<file path="src/logic/xfer_exchange_defines.vh">
// Purpose: constants for the transfer/exchange decode block
// Assumes: 16-bit data, 20-bit extended addresses, 100 MHz CLK
// Notes:   included by every design file of the block
//
// Overview of operation
// - opcode 37ad: index_two_ext into low acc bits 3:0, bits 7:4 zero, 2 cycles
// - opcode 37ae: index_three_ext into low acc bits 3:0, bits 7:4 zero, 2 cycles
// - opcode 275e: copy index_three into index_two, 2 cycles, flags kept
// - opcode 27f3: wait for interrupt, 8 cycles accounted, flags kept
// - opcode 371a: swap upper and lower byte accumulators, 2 cycles
// - opcode 277a: swap word_acc and second_word_acc, 2 cycles
// - 37cc/37dc/37ec: swap word_acc with index one/two/three, 2 cycles
// - 374c/375c/376c: swap second_word_acc with index one/two/three, 2 cycles
// - result convention: flags bits 15:4 from result, pc_ext kept
// - conditional branch uses first count when taken, second when not
// - stack restore convention: all sixteen flag bits from stacked word
// - pc_ext convention: only pc_ext from stacked value, rest kept
// - short indexed mode adds unsigned 8-bit offset to index
// - word indexed mode sign-extends 16-bit offset before adding
// - long indexed mode adds signed 20-bit offset to index
// - short branch offset 8-bit unsigned, long branch 16-bit signed
`ifndef XFER_EXCHANGE_DEFINES_VH
`define XFER_EXCHANGE_DEFINES_VH

// ----------------------------------------------------------------------
// opcodes
// ----------------------------------------------------------------------
`define OP_COPY_IDX2_EXT_TO_LOW  16'h37ad
`define OP_COPY_IDX3_EXT_TO_LOW  16'h37ae
`define OP_COPY_IDX3_TO_IDX2     16'h275e
`define OP_COPY_IDX2_TO_IDX1     16'h274d
`define OP_COPY_IDX2_TO_IDX3     16'h276d
`define OP_COPY_IDX3_TO_IDX1     16'h274e
`define OP_COPY_IDX1_TO_STACK    16'h374e
`define OP_COPY_IDX2_TO_STACK    16'h375e
`define OP_COPY_IDX3_TO_STACK    16'h376e
`define OP_WAIT_FOR_IRQ          16'h27f3
`define OP_SWAP_BYTE_ACCS        16'h371a
`define OP_SWAP_WORD_ACCS        16'h277a
`define OP_SWAP_WACC_IDX1        16'h37cc
`define OP_SWAP_WACC_IDX2        16'h37dc
`define OP_SWAP_WACC_IDX3        16'h37ec
`define OP_SWAP_SACC_IDX1        16'h374c
`define OP_SWAP_SACC_IDX2        16'h375c
`define OP_SWAP_SACC_IDX3        16'h376c

// ----------------------------------------------------------------------
// timing counts (cycles) and stack adjust
// ----------------------------------------------------------------------
`define CYC_XFER                 4'h2
`define CYC_WAIT                 4'h8
`define STACK_ADJUST             20'h00002

// ----------------------------------------------------------------------
// addressing modes and flag conventions
// ----------------------------------------------------------------------
`define MODE_SHORT_INDEXED       2'h0
`define MODE_WORD_INDEXED        2'h1
`define MODE_LONG_INDEXED        2'h2
`define CONV_RESULT              2'h1
`define CONV_STACK_ALL           2'h2
`define CONV_STACK_PC_EXT        2'h3
`define PC_EXT_MSB               3
`define FLAGS_UPPER_LSB          4

// ----------------------------------------------------------------------
// register offsets and reset values
// ----------------------------------------------------------------------
`define REG_WORD_ACC             4'h0
`define REG_SECOND_ACC           4'h1
`define REG_INDEX_ONE            4'h2
`define REG_INDEX_TWO            4'h3
`define REG_INDEX_THREE          4'h4
`define REG_EXTS                 4'h5
`define REG_STACK_PTR            4'h6
`define REG_FLAGS                4'h7
`define REG_PC                   4'h8
`define REG_STATUS               4'h9
`define RESET_WORD               16'h0000
`define RESET_EXT                4'h0

`endif
</file>
<file path="src/logic/cpu_transfer_exchange_decode.v">
// Purpose: execute transfer, exchange and wait instructions, flag conventions,
//          indexed address and relative branch arithmetic
// Assumes: one instruction in flight; program memory holds OP_VALID until OP_READY
// Notes:   architectural registers are reachable through the register port
`include "xfer_exchange_defines.vh"

module cpu_transfer_exchange_decode (
  // clock and reset
  input  wire        CLK,
  input  wire        RESET_N,
  // opcode from program memory
  input  wire        OP_VALID,
  input  wire [15:0] OP_CODE,
  output wire        OP_READY,
  output wire        OP_DONE,
  output wire        WAITING,
  // interrupt pin
  input  wire        IRQ,
  // conditional branch
  input  wire        BR_REQ,
  input  wire        BR_TAKEN,
  input  wire        BR_LONG,
  input  wire [15:0] BR_OFFSET,
  input  wire [3:0]  BR_CYC_TAKEN,
  input  wire [3:0]  BR_CYC_NOT,
  // flag update
  input  wire        FLAG_REQ,
  input  wire [1:0]  FLAG_CONV,
  input  wire [15:0] FLAG_DATA,
  // effective address
  input  wire        EA_REQ,
  input  wire [1:0]  EA_MODE,
  input  wire [1:0]  EA_INDEX_SEL,
  input  wire [19:0] EA_OPERAND,
  output wire        EA_VALID,
  output wire [19:0] EA,
  // register port
  input  wire [3:0]  REG_ADDR,
  input  wire [15:0] REG_WDATA,
  input  wire        REG_WR,
  input  wire        REG_RD,
  output wire [15:0] REG_RDATA
);

  // --------------------------------------------------------------------
  // state
  // --------------------------------------------------------------------
  localparam S_IDLE   = 4'b0001;
  localparam S_EXEC   = 4'b0010;
  localparam S_WAIT   = 4'b0100;
  localparam S_BRANCH = 4'b1000;

  reg  [3:0]  state_q,  state_d;
  reg  [3:0]  cnt_q,    cnt_d;
  reg  [15:0] op_q,     op_d;
  reg         ready_q,  ready_d;
  reg         done_q,   done_d;
  reg         br_tk_q,  br_tk_d;
  reg         br_lg_q,  br_lg_d;
  reg  [15:0] br_off_q, br_off_d;
  reg  [15:0] wacc_q,   wacc_d;
  reg  [15:0] sacc_q,   sacc_d;
  reg  [15:0] idx1_q,   idx1_d;
  reg  [15:0] idx2_q,   idx2_d;
  reg  [15:0] idx3_q,   idx3_d;
  reg  [3:0]  ext1_q,   ext1_d;
  reg  [3:0]  ext2_q,   ext2_d;
  reg  [3:0]  ext3_q,   ext3_d;
  reg  [3:0]  sext_q,   sext_d;
  reg  [15:0] sp_q,     sp_d;
  reg  [15:0] flags_q,  flags_d;
  reg  [15:0] pc_q,     pc_d;
  reg  [15:0] rdata_q;
  reg  [19:0] ea_q;
  reg         ea_vld_q;
  reg         irq_s1_q;
  reg         irq_s2_q;
  reg         irq_s3_q;

  wire        irq_seen;
  wire        apply;
  wire [19:0] ea_w;
  reg  [19:0] ea_base;
  reg  [19:0] stk_w;
  reg  [3:0]  br_cyc;
  reg  [19:0] pc_next;

  assign irq_seen = irq_s2_q & irq_s3_q;
  assign apply    = (state_q == S_EXEC) && (cnt_q == 4'h1);

  // --------------------------------------------------------------------
  // interrupt pin synchroniser
  // --------------------------------------------------------------------
  always @(posedge CLK or negedge RESET_N) begin
    if (!RESET_N) begin
      irq_s1_q <= 1'b0;
      irq_s2_q <= 1'b0;
      irq_s3_q <= 1'b0;
    end else begin
      irq_s1_q <= IRQ;
      irq_s2_q <= irq_s1_q;
      irq_s3_q <= irq_s2_q;
    end
  end

  // --------------------------------------------------------------------
  // effective address
  // --------------------------------------------------------------------
  always @* begin
    case (EA_INDEX_SEL)
      2'h0:    ea_base = {ext1_q, idx1_q};
      2'h1:    ea_base = {ext2_q, idx2_q};
      2'h2:    ea_base = {ext3_q, idx3_q};
      default: ea_base = {ext1_q, idx1_q};
    endcase
  end

  ea_gen u_ea_gen (
    .mode    (EA_MODE),
    .base    (ea_base),
    .operand (EA_OPERAND),
    .ea      (ea_w)
  );

  // --------------------------------------------------------------------
  // sequencing
  // --------------------------------------------------------------------
  always @* begin
    state_d  = state_q;
    cnt_d    = cnt_q;
    op_d     = op_q;
    ready_d  = ready_q;
    done_d   = 1'b0;
    br_tk_d  = br_tk_q;
    br_lg_d  = br_lg_q;
    br_off_d = br_off_q;
    br_cyc   = BR_TAKEN ? BR_CYC_TAKEN : BR_CYC_NOT;
    case (state_q)
      S_IDLE: begin
        if (OP_VALID) begin
          op_d    = OP_CODE;
          ready_d = 1'b0;
          state_d = S_EXEC;
          cnt_d   = (OP_CODE == `OP_WAIT_FOR_IRQ) ? `CYC_WAIT - 4'h1 : `CYC_XFER - 4'h1;
        end else if (BR_REQ) begin
          br_tk_d  = BR_TAKEN;
          br_lg_d  = BR_LONG;
          br_off_d = BR_OFFSET;
          ready_d  = 1'b0;
          state_d  = S_BRANCH;
          cnt_d    = (br_cyc < 4'h2) ? 4'h1 : br_cyc - 4'h1;
        end
      end
      S_EXEC: begin
        if (cnt_q != 4'h1) begin
          cnt_d = cnt_q - 4'h1;
        end else if (op_q == `OP_WAIT_FOR_IRQ) begin
          state_d = S_WAIT;
        end else begin
          state_d = S_IDLE;
          ready_d = 1'b1;
          done_d  = 1'b1;
        end
      end
      S_WAIT: begin
        if (irq_seen) begin
          state_d = S_IDLE;
          ready_d = 1'b1;
          done_d  = 1'b1;
        end
      end
      S_BRANCH: begin
        if (cnt_q != 4'h1) begin
          cnt_d = cnt_q - 4'h1;
        end else begin
          state_d = S_IDLE;
          ready_d = 1'b1;
          done_d  = 1'b1;
        end
      end
      default: begin
        state_d = S_IDLE;
        ready_d = 1'b1;
      end
    endcase
  end

  // --------------------------------------------------------------------
  // register file updates
  // --------------------------------------------------------------------
  always @* begin
    wacc_d  = wacc_q;
    sacc_d  = sacc_q;
    idx1_d  = idx1_q;
    idx2_d  = idx2_q;
    idx3_d  = idx3_q;
    ext1_d  = ext1_q;
    ext2_d  = ext2_q;
    ext3_d  = ext3_q;
    sext_d  = sext_q;
    sp_d    = sp_q;
    flags_d = flags_q;
    pc_d    = pc_q;
    stk_w   = 20'h00000;
    pc_next = {flags_q[`PC_EXT_MSB:0], pc_q};
    if (REG_WR) begin
      case (REG_ADDR)
        `REG_WORD_ACC:    wacc_d  = REG_WDATA;
        `REG_SECOND_ACC:  sacc_d  = REG_WDATA;
        `REG_INDEX_ONE:   idx1_d  = REG_WDATA;
        `REG_INDEX_TWO:   idx2_d  = REG_WDATA;
        `REG_INDEX_THREE: idx3_d  = REG_WDATA;
        `REG_EXTS: begin
          ext1_d = REG_WDATA[3:0];
          ext2_d = REG_WDATA[7:4];
          ext3_d = REG_WDATA[11:8];
          sext_d = REG_WDATA[15:12];
        end
        `REG_STACK_PTR:   sp_d    = REG_WDATA;
        `REG_FLAGS:       flags_d = REG_WDATA;
        `REG_PC:          pc_d    = REG_WDATA;
        default: begin
        end
      endcase
    end
    if (apply) begin
      case (op_q)
        `OP_COPY_IDX2_EXT_TO_LOW: wacc_d[7:0] = {4'h0, ext2_q};
        `OP_COPY_IDX3_EXT_TO_LOW: wacc_d[7:0] = {4'h0, ext3_q};
        `OP_COPY_IDX3_TO_IDX2: begin
          idx2_d = idx3_q;
          ext2_d = ext3_q;
        end
        `OP_COPY_IDX2_TO_IDX1: begin
          idx1_d = idx2_q;
          ext1_d = ext2_q;
        end
        `OP_COPY_IDX2_TO_IDX3: begin
          idx3_d = idx2_q;
          ext3_d = ext2_q;
        end
        `OP_COPY_IDX3_TO_IDX1: begin
          idx1_d = idx3_q;
          ext1_d = ext3_q;
        end
        `OP_COPY_IDX1_TO_STACK: begin
          stk_w  = {ext1_q, idx1_q} - `STACK_ADJUST;
          sext_d = stk_w[19:16];
          sp_d   = stk_w[15:0];
        end
        `OP_COPY_IDX2_TO_STACK: begin
          stk_w  = {ext2_q, idx2_q} - `STACK_ADJUST;
          sext_d = stk_w[19:16];
          sp_d   = stk_w[15:0];
        end
        `OP_COPY_IDX3_TO_STACK: begin
          stk_w  = {ext3_q, idx3_q} - `STACK_ADJUST;
          sext_d = stk_w[19:16];
          sp_d   = stk_w[15:0];
        end
        `OP_SWAP_BYTE_ACCS:  wacc_d = {wacc_q[7:0], wacc_q[15:8]};
        `OP_SWAP_WORD_ACCS: begin
          wacc_d = sacc_q;
          sacc_d = wacc_q;
        end
        `OP_SWAP_WACC_IDX1: begin
          wacc_d = idx1_q;
          idx1_d = wacc_q;
        end
        `OP_SWAP_WACC_IDX2: begin
          wacc_d = idx2_q;
          idx2_d = wacc_q;
        end
        `OP_SWAP_WACC_IDX3: begin
          wacc_d = idx3_q;
          idx3_d = wacc_q;
        end
        `OP_SWAP_SACC_IDX1: begin
          sacc_d = idx1_q;
          idx1_d = sacc_q;
        end
        `OP_SWAP_SACC_IDX2: begin
          sacc_d = idx2_q;
          idx2_d = sacc_q;
        end
        `OP_SWAP_SACC_IDX3: begin
          sacc_d = idx3_q;
          idx3_d = sacc_q;
        end
        default: begin
        end
      endcase
    end
    if ((state_q == S_BRANCH) && (cnt_q == 4'h1) && br_tk_q) begin
      if (br_lg_q)
        pc_next = pc_next + {{4{br_off_q[15]}}, br_off_q};
      else
        pc_next = pc_next + {12'h000, br_off_q[7:0]};
      pc_d = pc_next[15:0];
      flags_d[`PC_EXT_MSB:0] = pc_next[19:16];
    end
    if (FLAG_REQ) begin
      case (FLAG_CONV)
        `CONV_RESULT:       flags_d[15:`FLAGS_UPPER_LSB] = FLAG_DATA[15:`FLAGS_UPPER_LSB];
        `CONV_STACK_ALL:    flags_d = FLAG_DATA;
        `CONV_STACK_PC_EXT: flags_d[`PC_EXT_MSB:0] = FLAG_DATA[`PC_EXT_MSB:0];
        default: begin
        end
      endcase
    end
  end

  // --------------------------------------------------------------------
  // flip-flops
  // --------------------------------------------------------------------
  always @(posedge CLK or negedge RESET_N) begin
    if (!RESET_N) begin
      state_q  <= S_IDLE;
      cnt_q    <= 4'h0;
      op_q     <= `RESET_WORD;
      ready_q  <= 1'b1;
      done_q   <= 1'b0;
      br_tk_q  <= 1'b0;
      br_lg_q  <= 1'b0;
      br_off_q <= `RESET_WORD;
      wacc_q   <= `RESET_WORD;
      sacc_q   <= `RESET_WORD;
      idx1_q   <= `RESET_WORD;
      idx2_q   <= `RESET_WORD;
      idx3_q   <= `RESET_WORD;
      ext1_q   <= `RESET_EXT;
      ext2_q   <= `RESET_EXT;
      ext3_q   <= `RESET_EXT;
      sext_q   <= `RESET_EXT;
      sp_q     <= `RESET_WORD;
      flags_q  <= `RESET_WORD;
      pc_q     <= `RESET_WORD;
      rdata_q  <= `RESET_WORD;
      ea_q     <= 20'h00000;
      ea_vld_q <= 1'b0;
    end else begin
      state_q  <= state_d;
      cnt_q    <= cnt_d;
      op_q     <= op_d;
      ready_q  <= ready_d;
      done_q   <= done_d;
      br_tk_q  <= br_tk_d;
      br_lg_q  <= br_lg_d;
      br_off_q <= br_off_d;
      wacc_q   <= wacc_d;
      sacc_q   <= sacc_d;
      idx1_q   <= idx1_d;
      idx2_q   <= idx2_d;
      idx3_q   <= idx3_d;
      ext1_q   <= ext1_d;
      ext2_q   <= ext2_d;
      ext3_q   <= ext3_d;
      sext_q   <= sext_d;
      sp_q     <= sp_d;
      flags_q  <= flags_d;
      pc_q     <= pc_d;
      ea_vld_q <= EA_REQ;
      if (EA_REQ)
        ea_q <= ea_w;
      if (REG_RD) begin
        case (REG_ADDR)
          `REG_WORD_ACC:    rdata_q <= wacc_q;
          `REG_SECOND_ACC:  rdata_q <= sacc_q;
          `REG_INDEX_ONE:   rdata_q <= idx1_q;
          `REG_INDEX_TWO:   rdata_q <= idx2_q;
          `REG_INDEX_THREE: rdata_q <= idx3_q;
          `REG_EXTS:        rdata_q <= {sext_q, ext3_q, ext2_q, ext1_q};
          `REG_STACK_PTR:   rdata_q <= sp_q;
          `REG_FLAGS:       rdata_q <= flags_q;
          `REG_PC:          rdata_q <= pc_q;
          `REG_STATUS:      rdata_q <= {12'h000, state_q};
          default:          rdata_q <= `RESET_WORD;
        endcase
      end else begin
        rdata_q <= `RESET_WORD;
      end
    end
  end

  // --------------------------------------------------------------------
  // outputs
  // --------------------------------------------------------------------
  assign OP_READY  = ready_q;
  assign OP_DONE   = done_q;
  assign WAITING   = state_q[2];
  assign EA_VALID  = ea_vld_q;
  assign EA        = ea_q;
  assign REG_RDATA = rdata_q;

endmodule

</file>
<file path="src/logic/ea_gen.v">
// Purpose: effective address adder for the indexed addressing modes
// Assumes: base is the 20-bit extended index register
// Notes:   purely combinational
`include "xfer_exchange_defines.vh"

module ea_gen (
  // mode and operands
  input  wire [1:0]  mode,
  input  wire [19:0] base,
  input  wire [19:0] operand,
  // result
  output reg  [19:0] ea
);

  always @* begin
    case (mode)
      `MODE_SHORT_INDEXED: ea = base + {12'h000, operand[7:0]};
      `MODE_WORD_INDEXED:  ea = base + {{4{operand[15]}}, operand[15:0]};
      `MODE_LONG_INDEXED:  ea = base + operand;
      default:             ea = base;
    endcase
  end

endmodule

</file>
<file path="config.mk">
export PLATFORM = sky130hd
export DESIGN_NAME = cpu_transfer_exchange_decode
export DESIGN_NICKNAME = d
export VERILOG_FILES = /design/src/logic/cpu_transfer_exchange_decode.v /design/src/logic/ea_gen.v
export VERILOG_INCLUDE_DIRS = /design/src /design/src/logic
export SDC_FILE = /design/constraint.sdc
export NUM_CORES = 1
export LEC_CHECK = 0
export BUFFER_PORTS_ARGS = -buffer_cell sky130_fd_sc_hd__buf_2
export CORE_ASPECT_RATIO = 0.7
export CORE_MARGIN = 2
export CORE_UTILIZATION = 48
export DETAILED_ROUTE_END_ITERATION = 8
export GPL_TIMING_DRIVEN = 0
export PLACE_DENSITY_LB_ADDON = 0.08
export SYNTH_ARGS = -nofsm -noshare
export SYNTH_HDL_FRONTEND = slang
export SYNTH_SLANG_ARGS = --single-unit
</file>
<file path="constraint.sdc">
create_clock -name CLK -period 3.69 [get_ports CLK]
set_clock_uncertainty 0.05 [all_clocks]
set_input_delay 0.738 -clock CLK [delete_from_list [all_inputs] [get_ports CLK]]
set_output_delay 0.738 -clock CLK [all_outputs]
set_load 0.01 [all_outputs]
</file>
==> metrics <==
Cell variety after synth=87; routability congestion estimate=between 1 and 1.5; io pins=~150; Pwr Density=approximately 640 mW/mm2; hold crit path type=in -> reg; WL met1=around 32000 um; Setup-failing EPs final=0; cell area after synthesis=0.01690 mm2; CTS tree=built; Final TNS setup=0 ns; Crit Path Class=in -> reg; Largest register FFs=20; CP Data Arrival Time=roughly 4.1 ns; slack of the worst reg-to-reg path=about 0.11 ns; total CTS buffers=26; Die Area=0.03675 mm2; pre-CTS setup slack=-1.179 ns; CP max stage delay=about 0.53 ns; Final ANT Viol Nets=0; post-synthesis net count=between 2000 and 2500; Max Cap Viol=0; via count=approximately 17000; transition time of the tightest slew-check pin=1.267 ns; multi-input logic area=slightly above 0.01 mm2; detailed router's first-iteration violation count=around 2900; Finished Core Util=a little under three fifths; FP Rows=57; layout cells sized above 1=approximately 17%; Vias/cell=about 7; I/O Buffers=130; aggregate global routing overflow=0; minimum clock period=between 3 and 4 ns; EDFF count, synth=0; final net count=between 2000 and 2500; Fin Hold WS=roughly 0.23 ns; Clk pin slew, worst setup/hold paths=roughly 0.07 ns; Top delay family on crit path=compound AO/OA/AOI/OAI gates; fin cells=roughly 2500; Yosys reg bits=228; Hold Vio Cnt, Final=0; register area=about 0.0057 mm2; final slew viol count=0; final WL=74220 um; placeable core area=between 0.03 and 0.04 mm2; crit path buf inv count=3; endpoint type of the worst setup path=register; RSZ-0062 raised after global routing=no; Reg2Reg Depth=10; DR WL met2=between 20000 and 30000 um; largest net degree at the start of global routing=between 100 and 150; H-Tree Depth=1; uppermost layer routed=met4; Placed Instances=between 2000 and 2500; worst-path cell chain=buf_2 > inv_1 > ha_2 > buf_2 > a22oi_1 > o21ai_2 > ha_1 > a21oi_1 > nand2_1 > o21a_1 > o21a_1 > o21a_1 > o311ai_0 > o21a_1; Leakage=about 8 nW; first-pass GRT wire length=109300 um; Crit-path slowest cell=o311ai_0; Fillers=~3200; sequential share of the synthesized area=33.78%; Critical Path End=EA[7]; first-pass detailed-route iteration total=9; vias in the first global route=16560; Synth Instances=between 1500 and 2000; violated checks=design-rule violations; DRC Markers=14; root buffer cell=clkbuf_16; most frequent CP cell=o21a_1; synth warn=0; Synth Flop Type=dfrtp_1; total chip power=12.23 mW; Async S/R FF share, synth=between 90% and 100%; VDD IR-drop max=~0.50 mV; Die H=roughly 160 um; metal3 WL=10540 um; P&R area growth vs syn=13.76%; status=complete, but fails checks; WL/cell=about 30 um; design area=roughly 0.019 mm2; antenna violations before repair=5; RR Startpoint=idx3_q[12]; Crit. Startpoint=EA_INDEX_SEL[1]; Max Fclk=278.2 MHz; DP Area=around 0.018 mm2; Total GRT Usage=39.55%; Die Wd=228.3 um; TritonCTS sink count=228; crit start category=input port; crit-path max FO=11; Initial Utilization=between 40% and 50%; Clock Latency Late Sink=roughly 0.59 ns; post-synthesis area per instance=~9 um2; CTS Buffer Depth=3; final setup margin=~0.096 ns; slew margin rel.=14.88%; period utilization=a little over nine tenths; reg2reg end=EA[17]; critical path depth=14; DP HPWL=54880 um; data required time of the worst path=roughly 4.2 ns
how the worst min path moves through the flow:
stage               cells after the start     start  slack [ns]        to
floorplan                               0  irq_s1_q        0.28  irq_s2_q
global placement                        0  irq_s1_q        0.28  irq_s2_q
detailed placement                      0  irq_s1_q        0.28  irq_s2_q
CTS                                     1       IRQ        0.22  irq_s1_q
global route                            1       IRQ        0.21  irq_s1_q
finish                                  1       IRQ        0.23  irq_s1_q
logic make-up after synthesis:
family          count (synthesis)  synth area share, %
fa+ha+maj                      53                4.013
buf+inv                       211                5.101
xor+xnor                       77                3.991
simple gates                  444                14.84
mux                           197                12.10
compound gates                635                26.18
flops                         228                33.78
worst reg2reg max path, stage by stage, from the launching register on:
cell and delay [ns]:
dfrtp_1 0.35, clkbuf_1 0.59, a22oi_1 0.20, o21ai_0 0.50, ha_1 0.40, a21oi_1 0.17
o21ai_0 0.21, a41oi_1 0.23, a21oi_1 0.11, a2111o_1 0.46, a41oi_1 0.20
per-layer routing:
layer | global-route usage [%] | vias to the layer above
li1 | - | 7417
met1 | 58.38 | 8583
met2 | 53.69 | 1282
met3 | 12.57 | 216
met4 | 14.20 | 0
met5 | 0 | -
synthesized netlist by cell type (14+ instances only):
| master | n | share of area, % |
|---|---|---|
| a211oi_1 | 41 | 1.8 |
| a21oi_1 | 123 | 3.6 |
| a221oi_1 | 51 | 2.6 |
| a222oi_1 | 64 | 3.8 |
| a22o_1 | 46 | 2.4 |
| a22oi_1 | 51 | 2.3 |
| a31oi_1 | 24 | 0.89 |
| and2_1 | 19 | 0.70 |
| and3_1 | 39 | 1.4 |
| buf_2 | 32 | 0.95 |
| clkbuf_1 | 131 | 2.9 |
| dfrtp_1 | 226 | 33 |
| ha_1 | 51 | 3.8 |
| inv_1 | 35 | 0.78 |
| mux2_2 | 55 | 3.7 |
| mux2i_1 | 139 | 8.2 |
| nand2_1 | 143 | 3.2 |
| nand3_1 | 21 | 0.62 |
| nor2_1 | 74 | 1.6 |
| nor3_1 | 23 | 0.68 |
| nor4_1 | 14 | 0.52 |
| o21a_1 | 16 | 0.71 |
| o21ai_0 | 118 | 3.5 |
| o22ai_1 | 27 | 1.0 |
| xnor2_1 | 46 | 2.4 |
| xor2_1 | 31 | 1.6 |
repair_timing:
item | in CTS | in global routing
resized for setup | 15 | 14
hold endpoints to repair | 26 | 0
hold buffers | 1 | 0
endpoints found under the setup margin | 13 | 12
pin swaps | 0 | 1
gates cloned | 0 | 0
buffers inserted | 0 | 1
area by class of cell:
| cell class | instances | share of cell area (%) |
|---|---|---|
| flip-flops and latches | 228 | 29.69 |
| clock inverters | 12 | 1.067 |
| diodes | 4 | 0.05207 |
| well taps | 472 | 3.072 |
| clock buffers | 34 | 3.801 |
| multi-input cells | 1406 | 54.02 |
| repair buffers | 134 | 3.814 |
| inverters | 35 | 0.6834 |
| plain buffers | 172 | 3.801 |
power breakdown:
group	internal [mW]	leakage (nW)	switching, mW
Combinational	1.98	5.05	3.17
Clock	1.74	0.454	1.18
Sequential	3.21	2.73	0.951
Total	6.93	8.24	5.30
placed cells by master, fill, tap and decap left out, types with 12 or more instances in the layout:
cell type	n
o21ai_0	113
nand2_1	143
ha_1	49
and3_1	39
nor4_1	14
buf_2	162
mux2_2	55
nand3_1	21
a22o_1	46
a222oi_1	64
xor2_1	31
dfrtp_1	226
xnor2_1	46
a211oi_1	41
nor2_1	74
mux2i_1	139
and2_1	19
o21a_1	16
o22ai_1	27
a21oi_1	118
nor3_1	23
a22oi_1	51
clkbuf_1	125
inv_1	35
nor2b_1	12
a31oi_1	24
a221oi_1	51
clkbuf_16	26
Note: power is estimated with default switching activity, not from simulation.
